File: src/verilog/msp_defs.svh
// constants for the mode select and port mux block
`ifndef MSP_DEFS_SVH
`define MSP_DEFS_SVH
`define MSP_PORT_W 8
`define MSP_PORTD_W 6
`define MSP_NPORT 8
`define MSP_PORT_A 3'h0
`define MSP_PORT_B 3'h1
`define MSP_PORT_C 3'h2
`define MSP_PORT_D 3'h3
`define MSP_PORT_E 3'h4
`define MSP_PORT_F 3'h5
`define MSP_PORT_G 3'h6
`define MSP_PORT_H 3'h7
`define MSP_PORTD_MASK 8'h3F
`define MSP_PORTG_REDUCED_MASK 8'h80
`define MSP_PORTH_REDUCED_MASK 8'h0F
`define MSP_PORTG_BUS_MASK 8'h80
`define MSP_PORTG_EXP_MASK 8'h3F
`define MSP_PORTH_EXP_MASK 8'hF0
`define MSP_QUARTERS 2'h3
`define MSP_RISE_QUARTER 2'h0
`endif

File: src/verilog/msp_pkg.sv
// types for the mode select and port mux block
`default_nettype none
package msp_pkg;
	typedef enum logic [1:0] {
		MSP_BOOTSTRAP = 2'h0,
		MSP_TEST = 2'h1,
		MSP_SINGLE = 2'h2,
		MSP_EXPANDED = 2'h3
	} msp_mode_t;
	// per-pin drive pair of a port
	typedef struct packed {
		logic [7:0] dout;
		logic [7:0] oe;
	} msp_drive_t;
endpackage : msp_pkg
`default_nettype wire
File: src/verilog/msp_mux.sv
// mode strap capture, fetch marker pin and port function mux
// How it works
// - while reset is low the two straps choose one of four modes.
// - a low second strap selects the special modes, a high one the normal modes, and it is unused after reset.
// - in single-chip and bootstrap modes the first strap pin does nothing after reset.
// - in expanded and test modes the first strap pin becomes the open-drain active-low fetch marker.
// - the marker is pulled low for the first cycle of each instruction and released otherwise.
// - with the drive-high bit set the marker is driven high for one quarter cycle after release.
// - the full variant has 62 lines in ports A to H, all eight bits but port D with six.
// - the reduced variant drops port G bits 6 to 0 and port H bits 7 to 4, leaving 51 lines.
// - every port pin is two-way except port E, which never drives.
// - ports B, C, F and G bit 7 are plain I/O in single-chip and bootstrap, and the external bus otherwise.
// - other ports leave reset as plain I/O until software enables a peripheral function.
// - expansion address and chip selects on G and H can be enabled only in expanded modes.
// - the instruction clock runs at a quarter of the oscillator, low in processing and high in data access.
`timescale 1ns/100ps
`default_nettype none
`include "msp_defs.svh"
module msp_mux #(
	parameter bit REDUCED = 1'b0
) (
	input wire logic mclk_i,
	input wire logic rstn_i,
	input wire logic mode_strap_a_i,
	input wire logic mode_strap_b_i,
	input wire logic fetch_first_cycle_i,
	input wire logic fetch_marker_drive_high_i,
	input wire logic [1:0] osc_quarter_i,
	input wire logic [`MSP_NPORT*8-1:0] gpio_dout_i,
	input wire logic [`MSP_NPORT*8-1:0] gpio_oe_i,
	input wire logic [`MSP_NPORT*8-1:0] periph_en_i,
	input wire logic [`MSP_NPORT*8-1:0] periph_dout_i,
	input wire logic [`MSP_NPORT*8-1:0] periph_oe_i,
	input wire logic [23:0] bus_dout_i,
	input wire logic [23:0] bus_oe_i,
	input wire logic [`MSP_NPORT*8-1:0] pin_i,
	output logic [1:0] mode_o,
	output logic bus_mode_o,
	output logic fetch_marker_out_o,
	output logic fetch_marker_out_oe_o,
	output logic [`MSP_NPORT*8-1:0] pin_o,
	output logic [`MSP_NPORT*8-1:0] pin_oe_o,
	output logic [`MSP_NPORT*8-1:0] pin_in_o
);
	logic [1:0] strap_meta_reg;
	logic [1:0] strap_sync_reg;
	logic [`MSP_NPORT*8-1:0] pin_meta_reg;
	logic [`MSP_NPORT*8-1:0] pin_sync_reg;
	msp_pkg::msp_mode_t mode_reg;
	logic bus_mode;
	logic expanded;
	logic first_prev_reg;
	msp_pkg::msp_drive_t drive [`MSP_NPORT];

	// ----------------------------------------
	// strap capture
	// ----------------------------------------
	always_ff @(posedge mclk_i) begin
		strap_meta_reg <= {mode_strap_b_i, mode_strap_a_i};
		strap_sync_reg <= strap_meta_reg;
	end

	// mode follows the straps while reset is low and freezes at release
	always_ff @(posedge mclk_i) begin
		if (!rstn_i) begin
			mode_reg <= msp_pkg::msp_mode_t'(strap_sync_reg);
		end
	end

	assign bus_mode = mode_reg[0]; // expanded or
	assign expanded = bus_mode;
	assign mode_o = mode_reg;
	assign bus_mode_o = bus_mode;

	// ----------------------------------------
	// fetch marker
	// ----------------------------------------
	// remembers an opcode fetch in the previous cycle, so the high drive only follows a release
	always_ff @(posedge mclk_i) begin
		if (!rstn_i) begin
			first_prev_reg <= 1'b0;
		end else begin
			first_prev_reg <= fetch_first_cycle_i;
		end
	end

	always_comb begin
		fetch_marker_out_o = 1'b0;
		fetch_marker_out_oe_o = 1'b0;
		if (rstn_i && bus_mode) begin
			if (fetch_first_cycle_i) begin
				fetch_marker_out_oe_o = 1'b1;
			end else if (fetch_marker_drive_high_i && first_prev_reg
				&& osc_quarter_i == `MSP_RISE_QUARTER) begin
				fetch_marker_out_o = 1'b1;
				fetch_marker_out_oe_o = 1'b1;
			end
		end
	end

	// ----------------------------------------
	// pin inputs
	// ----------------------------------------
	always_ff @(posedge mclk_i) begin
		pin_meta_reg <= pin_i;
		pin_sync_reg <= pin_meta_reg;
	end
	assign pin_in_o = pin_sync_reg;

	// ----------------------------------------
	// port function mux
	// ----------------------------------------
	genvar p;
	generate
		for (p = 0; p < `MSP_NPORT; p++) begin : g_port
			logic [7:0] g_dout;
			logic [7:0] g_oe;
			logic [7:0] avail;
			logic [7:0] busm;
			logic [7:0] pen;
			always_comb begin
				avail = 8'hFF;
				busm = 8'h00;
				pen = periph_en_i[p*8 +: 8] & {8{rstn_i}};
				case (3'(p))
					`MSP_PORT_B, `MSP_PORT_C, `MSP_PORT_F: begin
						busm = {8{bus_mode}};
						pen = 8'h00; // bus ports have no peripheral function to hand over to
					end
					`MSP_PORT_D: avail = `MSP_PORTD_MASK;
					`MSP_PORT_E: avail = 8'h00;
					`MSP_PORT_G: begin
						busm = bus_mode ? `MSP_PORTG_BUS_MASK : 8'h00;
						pen = expanded ? (pen & `MSP_PORTG_EXP_MASK) : 8'h00;
						if (REDUCED) avail = `MSP_PORTG_REDUCED_MASK;
					end
					`MSP_PORT_H: begin
						if (!expanded) pen = pen & ~`MSP_PORTH_EXP_MASK;
						if (REDUCED) avail = `MSP_PORTH_REDUCED_MASK;
					end
					default: avail = 8'hFF;
				endcase
				busm = busm & {8{rstn_i}};
				g_dout = gpio_dout_i[p*8 +: 8];
				g_oe = gpio_oe_i[p*8 +: 8];
				for (int b = 0; b < 8; b++) begin
					if (busm[b]) begin
						g_dout[b] = (p == 6) ? bus_dout_i[23] : bus_dout_i[(p == 1 ? 8 : p == 2 ? 16 : 0) + b];
						g_oe[b] = (p == 6) ? bus_oe_i[23] : bus_oe_i[(p == 1 ? 8 : p == 2 ? 16 : 0) + b];
					end else if (pen[b]) begin
						g_dout[b] = periph_dout_i[p*8 + b];
						g_oe[b] = periph_oe_i[p*8 + b];
					end
				end
				g_oe = g_oe & avail & {8{rstn_i}};
			end
			assign drive[p] = '{dout: g_dout, oe: g_oe};
			assign pin_o[p*8 +: 8] = drive[p].dout;
			assign pin_oe_o[p*8 +: 8] = drive[p].oe;
		end
	endgenerate

	// ----------------------------------------
	// mode checks
	// ----------------------------------------
	a_mode_held: assert property (@(posedge mclk_i) disable iff (!rstn_i)
		rstn_i && $past(rstn_i) |-> mode_reg == $past(mode_reg))
		else $error("mode changed after reset");
	a_mode_capture: assert property (@(posedge mclk_i)
		$rose(rstn_i) |-> mode_reg == $past({mode_strap_b_i, mode_strap_a_i}, 3))
		else $error("mode not taken from straps");
	a_special_low: assert property (@(posedge mclk_i)
		$rose(rstn_i) |-> mode_reg[1] == $past(mode_strap_b_i, 3))
		else $error("special mode missed");

	// ----------------------------------------
	// fetch marker checks
	// ----------------------------------------
	a_marker_idle: assert property (@(posedge mclk_i) disable iff (!rstn_i)
		!bus_mode |-> !fetch_marker_out_oe_o)
		else $error("marker active in single-chip");
	a_marker_low: assert property (@(posedge mclk_i) disable iff (!rstn_i)
		bus_mode && fetch_first_cycle_i |-> fetch_marker_out_oe_o && !fetch_marker_out_o)
		else $error("marker not low");
	a_marker_high: assert property (@(posedge mclk_i) disable iff (!rstn_i)
		fetch_marker_out_o |-> fetch_marker_drive_high_i && !fetch_first_cycle_i)
		else $error("bad high drive");
	a_marker_rst: assert property (@(posedge mclk_i)
		!rstn_i |-> !fetch_marker_out_oe_o)
		else $error("marker driven in reset");
	a_marker_quarter: assert property (@(posedge mclk_i) disable iff (!rstn_i)
		fetch_marker_out_o |-> osc_quarter_i == `MSP_RISE_QUARTER && $past(fetch_first_cycle_i))
		else $error("high drive outside its quarter");

	// ----------------------------------------
	// port checks
	// ----------------------------------------
	a_port_e_in: assert property (@(posedge mclk_i)
		pin_oe_o[39:32] == 8'h00)
		else $error("port E drives");
	a_port_d_w: assert property (@(posedge mclk_i)
		pin_oe_o[31:30] == 2'h0)
		else $error("port D upper bits drive");
	a_bus_b: assert property (@(posedge mclk_i) disable iff (!rstn_i)
		bus_mode |-> pin_oe_o[15:8] == bus_oe_i[15:8])
		else $error("port B not bus");
	a_exp_g: assert property (@(posedge mclk_i) disable iff (!rstn_i)
		!bus_mode |-> pin_oe_o[53:48] == (gpio_oe_i[53:48] & {6{!REDUCED}}))
		else $error("port G expansion leak");
	a_oe_reset: assert property (@(posedge mclk_i)
		!rstn_i |-> pin_oe_o == 64'h0)
		else $error("pin driven in reset");
	a_bus_c_f: assert property (@(posedge mclk_i) disable iff (!rstn_i)
		bus_mode |-> pin_oe_o[23:16] == bus_oe_i[23:16] && pin_oe_o[47:40] == bus_oe_i[7:0])
		else $error("ports C and F not bus");
	a_bus_g7: assert property (@(posedge mclk_i) disable iff (!rstn_i)
		bus_mode |-> pin_oe_o[55] == bus_oe_i[23])
		else $error("port G bit 7 not bus");
	a_gpio_b: assert property (@(posedge mclk_i) disable iff (!rstn_i)
		!bus_mode |-> pin_oe_o[15:8] == gpio_oe_i[15:8] && pin_o[15:8] == gpio_dout_i[15:8])
		else $error("port B not plain io");
	a_exp_h: assert property (@(posedge mclk_i) disable iff (!rstn_i)
		!bus_mode |-> pin_oe_o[63:60] == (gpio_oe_i[63:60] & {4{!REDUCED}}))
		else $error("port H chip select leak");
	a_periph_a: assert property (@(posedge mclk_i) disable iff (!rstn_i)
		periph_en_i[0] |-> pin_oe_o[0] == periph_oe_i[0] && pin_o[0] == periph_dout_i[0])
		else $error("port A peripheral not taken");
	a_exp_g_on: assert property (@(posedge mclk_i) disable iff (!rstn_i)
		bus_mode && periph_en_i[48] |-> pin_oe_o[48] == (periph_oe_i[48] && !REDUCED))
		else $error("port G expansion not taken");
	a_pin_sync: assert property (@(posedge mclk_i) disable iff (!rstn_i)
		pin_in_o == $past(pin_i, 2))
		else $error("pin input path broken");
endmodule : msp_mux
`default_nettype wire

File: config.mk
export PLATFORM = sky130hd
export DESIGN_NAME = msp_mux
export DESIGN_NICKNAME = d
export VERILOG_FILES = /design/src/verilog/msp_pkg.sv /design/src/verilog/msp_mux.sv
export VERILOG_INCLUDE_DIRS = /design/src /design/src/verilog
export SDC_FILE = /design/constraint.sdc
export NUM_CORES = 1
export LEC_CHECK = 0
export BUFFER_PORTS_ARGS = -buffer_cell sky130_fd_sc_hd__buf_4
export CAP_MARGIN = 20
export CORE_AREA = 2 2 244 246
export CTS_CLUSTER_SIZE = 12
export DETAILED_ROUTE_END_ITERATION = 10
export DIE_AREA = 0 0 246 248
export PLACE_DENSITY = 0.33
export SYNTH_ARGS = -nofsm -noshare
export SYNTH_HDL_FRONTEND = slang
export SYNTH_SLANG_ARGS = --single-unit
File: constraint.sdc
create_clock -name mclk_i -period 3 [get_ports mclk_i]
set_input_delay 0.9 -clock mclk_i [delete_from_list [all_inputs] [get_ports mclk_i]]
set_output_delay 0.9 -clock mclk_i [all_outputs]
set_load 0.01 [all_outputs]
* Word-level counts from Yosys, hierarchy flattened
Index checks and enable logic that the tools add are counted.
Word-level totals: bits in registers 135, input port bits 440, word-level logic and storage cells 166
Operators by class: bitwise operators 14, mux-type cells 142, reduce and logical (&&, ||, !) cells 4
Operators by type and width (count):
- 2-to-1 mux 1 bit | 139
- bitwise AND 8 bit | 12
- 2-to-1 mux 8 bit | 2
- bitwise AND 6 x 8 -> 8 bit | 1
- bitwise AND 6 bit | 1
- 2-to-1 mux 6 bit | 1
- logical AND 1 bit | 3
- zero test 2 bit | 1

* Longest topological paths before layout
Gate-level depths: netlist (run 1).
depth after elaboration 5, depth in mapped cells 4, depth with buffers taken out 2

* Least setup slack after synthesis (run 1)
Ideal clock, no wire load.
path type input-to-output, from input port rstn_i, to output port pin_o[42], setup slack 0.376 ns, buffers on the path 2, cell stages on the path 4, arrival 1.724 ns, cell sequence buf_4 nand2_4 buf_2 mux2_1
Between the ends: cells in the longest elaborated chain, start to end 2
RTL lines:
- start: declaration | line msp_mux.sv:23 | input wire logic rstn_i,
- bitwise AND 8 bit | line msp_mux.sv:143 | busm = busm & {8{rstn_i}};
- 2-to-1 mux 1 bit | line msp_mux.sv:147 | if (busm[b]) begin
- end: declaration | line msp_mux.sv:41 | output logic [`MSP_NPORT*8-1:0] pin_o,
Every way passes these cells.

* Final worst setup path (run 1)
from input port rstn_i, to output port pin_o[44]
Same word-level chain as after synthesis.

==> results_dict.tcl, run 1 <==
set metrics [dict create \
    antenna_left 0 \
    post_drt_wl_per_cell_um 18.6 \
    synth_edf_count 2 \
    synthArstFlopShare_pct 0 \
    cp.required_ns 2.10 \
    cts_tree "yes" \
    worstHoldPathType "reg2reg" \
    critPathKind "in2out" \
    setup.worst_path.start "rstn_i" \
    reg2reg_from "strap_sync_reg[0]" \
    drv_cap 0 \
    clock-sinks 135 \
    cpPeakStageDelay_ns 0.36 \
    coreArea_um2 58500 \
    die_y_um 248 \
    p_leak_nw 4.87 \
    synthesis.area_um2 4630 \
    firstDrtPassIters 4 \
    netlist.area_leader.share_pct 57.5 \
    hp-start "pin_meta_reg[58]" \
    slew_viol_final 0 \
    cts.clk_slew.worst_paths_ns 0.06 \
    grt_max_degree 42 \
    die_area_um2 61000 \
    rsz0062_at_grt "no" \
    syn_avg_cell_area_um2 11.8 \
    start_kind "input pin" \
    cp-end-kind "output pin" \
    placed_cells 1685 \
    grt_pass1_vias 5240 \
    die_w_um 246 \
    min_period_ns 2.92 \
    crit_path_top_delay_cell "mux2_1" \
    antenna_found_initial 3 \
    max_freq_mhz 343 \
    start_util_pct 7.92 \
    cts-root-buf "clkbuf_16" \
    synth_most_common_cell "dfxtp_1" \
    grt_pass1_wl_um 40300 \
    ios 637 \
    hpwl_um 28200 \
    num_rows 89 \
    fin_tns_setup_ns 0 \
    crit_path_frequent_cell "buf_4" \
    area_growth_pct 119 \
    fin_nets 1372 \
    setup_slack_ns 0.0850 \
    viasPerCell 2.94 \
    synthTopCellsByCount "133 x dfxtp_1, 44 x mux2_2, 42 x nor2_1" \
    cts_max_level 4 \
    holdWs_ns 0.323 \
    clock_latency_ns 0.43 \
    fill_cells 6583 \
    ys_warn_count 0 \
    dpl_worst_slack_ns 0.0624 \
    vias 5053 \
    gp_congestion 0.770 \
    finalHoldViolCount 0 \
    worstPathCellList "buf_4 > nand2_4 > buf_4 > mux2_1 > buf_4" \
    setup_viol 0 \
    ctsLongestPathBuffers 2 \
    path_max_fanout 11 \
    syn_inst 393 \
    synth.largest_area_cell "dfxtp_1" \
    synthTopCellsByArea "dfxtp_1 58%, mux2_2 11%, mux2i_1 8.9%" \
    grt-ovfl-total 0 \
    grt_use_total_pct 9.72 \
    worstPathArrival_ns 2.02 \
    pwr_density_cell_nw_per_um2 501 \
    drt-initial-drc-count 123 \
    fin_crit_sh_pct 97.2 \
    finalNonFillerCells 1719 \
    cts_buffers 17 \
    ir_worst_vdd_mv 0.522 \
    drive_gt1_share_pct 66.5 \
    register_area_um2 2720 \
    ys_seq_area_share_pct 58.8 \
    ys_ff_latch 135 \
    portBuffers 526 \
    drc_errors 0 \
    yosys.cell_types.count 25 \
    status "complete, no violations" \
    routed_wl_um 31900 \
    fin_skew_ns 0.00426 \
    synthFlopType "dfxtp_1" \
    multi_input_area_um2 1730 \
]
## metal layers
metal	vias up	share of wire (%)	track usage, %
met5	-	0.066	0
met4	4	1.1	2.10
met3	20	11	4.33
met2	313	49	16.7
met1	2324	39	11.1
li1	2392	-	-
## cell usage in the layout (no fill, tap or decap)
master | synthesis | layout
edfxtp_1 | 2 | 2
bufinv_16 | 0 | 2
clkbuf_1 | 3 | 1
clkbuf_16 | 0 | 17
and3_1 | 1 | 1
diode_2 | 0 | 1
nand4bb_1 | 1 | 1
inv_1 | 1 | 1
inv_8 | 0 | 2
nand2_1 | 29 | 29
a21o_1 | 2 | 2
inv_2 | 1 | 1
dfxtp_1 | 133 | 133
nand2b_1 | 2 | 2
buf_12 | 0 | 3
and2_1 | 1 | 1
a21bo_2 | 10 | 10
a21oi_1 | 13 | 13
clkbuf_8 | 0 | 1
clkinv_4 | 0 | 5
nand2_4 | 1 | 1
nor2_1 | 42 | 42
mux2_2 | 44 | 44
nor3_1 | 1 | 1
buf_4 | 16 | 538
conb_1 | 1 | 10
mux2i_1 | 41 | 41
clkinvlp_4 | 0 | 1
mux2_1 | 17 | 17
nand3_1 | 20 | 20
inv_6 | 0 | 3
## power breakdown
group | switching, mW | total (mW) | internal, mW
Clock | 0.847 | 2.12 | 1.27
Sequential | 0.0236 | 1.92 | 1.89
Combinational | 0.444 | 1.04 | 0.594
Total | 1.31 | 5.07 | 3.76
## worst max-delay path, delay by kind of cell
kind	cells	cell delay [ns]
muxes	1	0.36
and+or+nand+nor	1	0.16
buffers and inverters	3	0.56
## logic make-up (layout without fill, tap and decap cells)
logic type,after synthesis,count (layout),share of synthesized area (%)
AO/OA/AOI/OAI,25,25,3.89
multiplexers,102,102,23.7
flip-flops,135,135,58.8
buffers and inverters,32,575,4.43
other,1,11,0.0810
AND/OR/NAND/NOR,98,98,9.06
## metrics by stage
stage	total power [mW]	utilization [%]	instance area (µm²)
2_1_floorplan	2.26	-	4660
3_3_place_gp	3.02	16.3	9520
3_5_place_dp	3.02	16.3	9520
4_1_cts	5.22	17.3	10100
5_1_grt	5.34	17.3	10100
6_report	5.07	17.3	10100
## area by class of cell
type / instances / share of cell area, %
timing repair buffer: 541 / 40.4
sequential: 135 / 26.9
multi-input combinational: 235 / 17.1
tap: 773 / 9.54
inverter: 2 / 0.0741
clock inverter: 13 / 1.58
clock buffer: 19 / 4.37
antenna: 1 / 0.0247
## worst paths after layout
kind / end / slack, ns / cells after the start
min: pin_in_o[58] / 0.32 / 0
max: pin_o[44] / 0.08 / 5
max reg2reg: mode_o[0] / 2.47 / 0
min reg2reg: pin_in_o[58] / 0.32 / 0
## what timing repair did
item                                    in CTS  in global routing
resized for setup                            0                  0
hold buffers                                 0                  0
setup buffers                                0                  1
endpoints found under the setup margin       0                  2
Power figures use the tool's default switching activity.
==> run 2: changes to the inputs <==
CORE_AREA = 2 2 248 250   (was 2 2 244 246)
CTS_BUF_LIST = sky130_fd_sc_hd__clkbuf_4 sky130_fd_sc_hd__clkbuf_8   (was not set)
DIE_AREA = 0 0 250 252   (was 0 0 246 248)
==> run 2 against run 1 <==
Effect of this change:
- sequential power about the same
- power fell by 13%
- largest cell class unchanged
- count of clock-buffer cells in the layout is 1 lower
==> results_dict.tcl, run 2 (synthesized netlist as in run 1, its figures left out) <==
set metrics [dict create \
    reg2reg_from "strap_sync_reg[1]" \
    fin_nets 1376 \
    num_rows 90 \
    p_leak_nw 4.80 \
    finalHoldViolCount 0 \
    wl_met3_um 3660 \
    hp-start "pin_meta_reg[3]" \
    drc_errors 0 \
    grt_pass1_vias 5270 \
    grt_pass1_wl_um 38900 \
    drt-initial-drc-count 120 \
    final_cell_mix "539 x buf_4, 133 x dfxtp_1, 44 x mux2_2" \
    rsz0062_at_grt "no" \
    slew_viol_final 0 \
    antenna_left 0 \
    setup_viol 0 \
    vias 4964 \
    die_y_um 252 \
    grt_use_total_pct 8.88 \
    viasPerCell 2.86 \
    worstPathArrival_ns 2.00 \
    layout_commonest_cell "buf_4" \
    wl_met1_um 11700 \
    r2r_cells 0 \
    post_drt_wl_per_cell_um 17.0 \
    firstDrtPassIters 4 \
    cts-root-buf "clkbuf_8" \
    die_area_um2 63000 \
    antenna_found_initial 8 \
    gp_congestion 0.749 \
    clock_latency_ns 0.46 \
    cts_hold_repair.buffers 0 \
    portBuffers 526 \
    fin_tns_setup_ns 0 \
    ctsLongestPathBuffers 2 \
    cts_tree "yes" \
    worstHoldPathType "reg2reg" \
    die_w_um 250 \
    multi_input_area_um2 1730 \
    worst_hold_path.endpoint "pin_in_o[3]" \
    wl_met2_um 13400 \
    cts_buffers 17 \
    fin_skew_ns 0.0142 \
    clock-sinks 135 \
    coreArea_um2 60100 \
    fill_cells 6819 \
    grt_max_degree 31 \
    ir_worst_vdd_mv 0.453 \
    hold_depth 0 \
    top_layer "met5" \
    start_util_pct 7.70 \
    r2r_end "mode_o[1]" \
    max_freq_mhz 344 \
    ios 637 \
    cp.required_ns 2.10 \
    pwr_density_cell_nw_per_um2 443 \
    cts_max_level 4 \
    min_period_ns 2.90 \
    hpwl_um 26000 \
    status "complete, no violations" \
    fin_crit_sh_pct 96.8 \
    register_area_um2 2720 \
    drive_gt1_share_pct 66.7 \
    holdWs_ns 0.316 \
    regToRegSetupSlack_ns 2.46 \
    routed_wl_um 29600 \
    grt-ovfl-total 0 \
    critPathKind "reg2out" \
    cts_resized 0 \
    area_growth_pct 116 \
    drv_cap 0 \
    start_kind "register" \
    cp-end-kind "output pin" \
    postCtsSetupRepairBufs 0 \
    cts.clk_slew.worst_paths_ns 0.09 \
    path_max_fanout 26 \
]
## run 2: cell count changes in the layout (fill, tap and decap cells not counted)
cell | previous run | this run
buf_12 | 3 | 6
buf_4 | 538 | 539
clkbuf_1 | 1 | 0
clkbuf_16 | 17 | 0
clkbuf_4 | 0 | 1
clkbuf_8 | 1 | 17
clkinv_2 | 0 | 2
clkinv_4 | 5 | 2
clkinvlp_4 | 1 | 4
diode_2 | 1 | 6
inv_4 | 0 | 1
inv_8 | 2 | 0
## run 2: worst max path at each step
stage / startpoint / endpoint / slack, ns / depth (start not counted)
global placement: rstn_i / pin_o[48] / 0.09 / 5
finish: mode_o[0] / pin_oe_o[55] / 0.1 / 5
floorplan: rstn_i / pin_o[42] / 0.38 / 4
global route: mode_o[0] / pin_oe_o[55] / 0.01 / 5
CTS: rstn_i / pin_oe_o[61] / 0.05 / 5
detailed placement: rstn_i / pin_oe_o[61] / 0.06 / 5
## run 2: layer usage
layer	vias to the layer above	GRT usage, %
met4	4	3.32
met3	30	4.91
met1	2201	9.93
li1	2397	-
met2	332	14.1
met5	-	0
## run 2: cell type report
class                      instances  share of cell area [%]
multi-input combinational        235                    17.3
antenna                            6                   0.150
clock buffer                      18                    2.41
inverter                           2                  0.0750
timing repair buffer             545                    41.6
tap                              782                    9.77
sequential                       135                    27.2
clock inverter                    14                    1.50
## run 2: stage by stage
step | power, mW | cell area, µm² | setup WS [ns] | utilization (%) | cells
after detailed placement | 3.00 | 9610 | 0.0608 | 16.0 | 1699
after floorplan | 2.26 | 4660 | 0.376 | - | 402
after global routing | 4.68 | 10000 | 0.00979 | 16.6 | 1735
after CTS | 4.55 | 10000 | 0.0544 | 16.6 | 1731
final | 4.44 | 10000 | 0.0959 | 16.7 | 1737
after global placement | 3.00 | 9610 | 0.0882 | 16.0 | 1699
## run 2: power by group
group	switching (mW)	internal [mW]	leakage, nW
clock network	0.755	0.753	0.190
registers	0.0242	1.89	1.14
logic	0.413	0.600	3.47
## run 2: critical path: stages, from the launching register on
cell and delay, ns:
edfxtp_1 0.42, buf_12 0.18, buf_4 0.20, nand2b_1 0.15, a21oi_1 0.37, buf_4 0.21
==> run 3: changes to the inputs <==
CELL_PAD_IN_SITES_DETAIL_PLACEMENT = 1   (was not set)
CELL_PAD_IN_SITES_GLOBAL_PLACEMENT = 1   (was not set)
CORE_AREA = 2 2 250 252   (was 2 2 248 250)
DIE_AREA = 0 0 252 254   (was 0 0 250 252)
PLACE_DENSITY = 0.42   (was 0.33)
==> run 3 against run 2 <==
Effect of this change:
- flip-flop and latch count stayed put
- first-iteration DRC count is 13% higher
- fmax is 1.3% higher
- setup slack better by 0.038 ns
- combinational power hardly changed
- power is 0.23% lower
- sequential share of layout area is 0.061 points higher
- register-to-register slack hardly changed
- clock skew is 0.0010 ns lower
- wire length is 1.1% higher
- critical path type unchanged
- largest power group unchanged
==> results_dict.tcl, run 3 (synthesized netlist as in run 1, its figures left out) <==
set metrics [dict create \
    finalHoldViolCount 0 \
    coreArea_um2 61300 \
    seqPwrFrac_pct 43.3 \
    path_max_fanout 18 \
    drt-initial-drc-count 136 \
    placed_cells 1702 \
    start_kind "register" \
    grt-ovfl-total 0 \
    gp_congestion 0.721 \
    worstPathArrival_ns 1.97 \
    clock_power_share_pct 33.5 \
    cts_tree "yes" \
    cts_buffers 17 \
    drv_cap 0 \
    ios 637 \
    grt_use_total_pct 8.73 \
    cp.required_ns 2.10 \
    antenna-diode-count 0 \
    die_y_um 254 \
    viasPerCell 2.87 \
    num_rows 91 \
    setup_viol 0 \
    p_int_mw 3.13 \
    pwr-share-comb_pct 23.1 \
    p_leak_nw 4.80 \
    status "complete, no violations" \
    area_growth_pct 116 \
    final_cell_mix "535 x buf_4, 133 x dfxtp_1, 44 x mux2_2" \
    grt_pass1_wl_um 39100 \
    layout_commonest_cell "buf_4" \
    report.power.total_mw 4.43 \
    start_util_pct 7.56 \
    cts-root-buf "clkbuf_8" \
    portBuffers 526 \
    min_period_ns 2.87 \
    worstHoldPathType "reg2reg" \
    cts.clk_slew.worst_paths_ns 0.10 \
    switching_power_mw 1.30 \
    fin_nets 1372 \
    drive_gt1_share_pct 66.7 \
    layout.core_utilization_pct 16.3 \
    max_freq_mhz 349 \
    hpwl_um 26600 \
    vias 4982 \
    antenna_found_initial 0 \
    slew_viol_final 0 \
    drc_errors 0 \
    fin_crit_sh_pct 95.5 \
    die_w_um 252 \
    firstDrtPassIters 4 \
    cts_max_level 4 \
    fin_tns_setup_ns 0 \
    clock_latency_ns 0.46 \
    clock-sinks 135 \
    ir_worst_vdd_mv 0.450 \
    fin_skew_ns 0.0132 \
    rsz0062_at_grt "no" \
    finalNonFillerCells 1735 \
    critPathKind "reg2out" \
    antenna_left 0 \
    post_drt_wl_per_cell_um 17.2 \
    routed_wl_um 29900 \
    ctsLongestPathBuffers 2 \
    grt_pass1_vias 5345 \
    pwr_density_cell_nw_per_um2 443 \
    p_sw_share_pct 29.4 \
    grt_max_degree 44 \
    cp-end-kind "output pin" \
    die_area_um2 64000 \
]
==> run 3: cell count changes in the layout (fill, tap and decap cells not counted), moves of 3 or more <==
cell,previous run,this run
buf_4,539,535
clkinv_8,0,3
clkinvlp_4,4,0
diode_2,6,0
inv_6,3,7
inv_8,0,5
==> run 3: worst paths after layout <==
kind                           from           to  slack (ns)  cells after the start
setup / recovery          mode_o[0]    pin_o[50]        0.13                      5
hold / removal      pin_meta_reg[4]  pin_in_o[4]        0.32                      0
setup reg to reg  strap_sync_reg[1]    mode_o[1]        2.47                      0
hold reg to reg     pin_meta_reg[4]  pin_in_o[4]        0.32                      0
==> run 3: metrics by stage <==
stage               setup slack, ns  hold slack [ns]  instance area [µm²]
global placement              0.126            0.310                 9580
global route                0.00691            0.321                 9990
CTS                          0.0486            0.323                 9990
floorplan                     0.376            0.310                 4660
finish                        0.134            0.321                 9990
detailed placement            0.120            0.313                 9580
==> run 3: cell type report <==
cell class,count,area [µm²]
multi-input combinational,235,1740
tap,790,988
inverter,2,7.51
clock inverter,15,166
clock buffer,17,234
timing repair buffer,541,4140
sequential,135,2720
fill,7175,51300
==> run 3: repair_timing <==
item,CTS,global route
pin swaps,0,0
gates resized for setup,0,1
setup endpoints to repair,22,1
hold buffers,0,0
setup buffers,1,0
==> run 3: power by group through the flow <==
stage               Clock (mW)  Combinational [mW]  Sequential (mW)
CTS                       1.58                1.06             1.92
finish                    1.48                1.02             1.92
global route              1.67                1.11             1.93
detailed placement           0                1.05             1.96
floorplan                    0               0.277             1.98
global placement             0                1.05             1.96
==> run 3: layer usage <==
metal,GRT usage (%),up-vias,wire [µm]
li1,-,2385,-
met1,9.70,2256,11600
met2,14.4,323,14000
met3,4.54,18,3790
met4,2.77,0,447
met5,0,-,0
==> run 3: worst max-delay path: stages, from the launching register on <==
cell and delay, ns:
edfxtp_1 0.45, buf_12 0.19, buf_4 0.17, nand3_1 0.09, mux2_2 0.39, buf_4 0.18
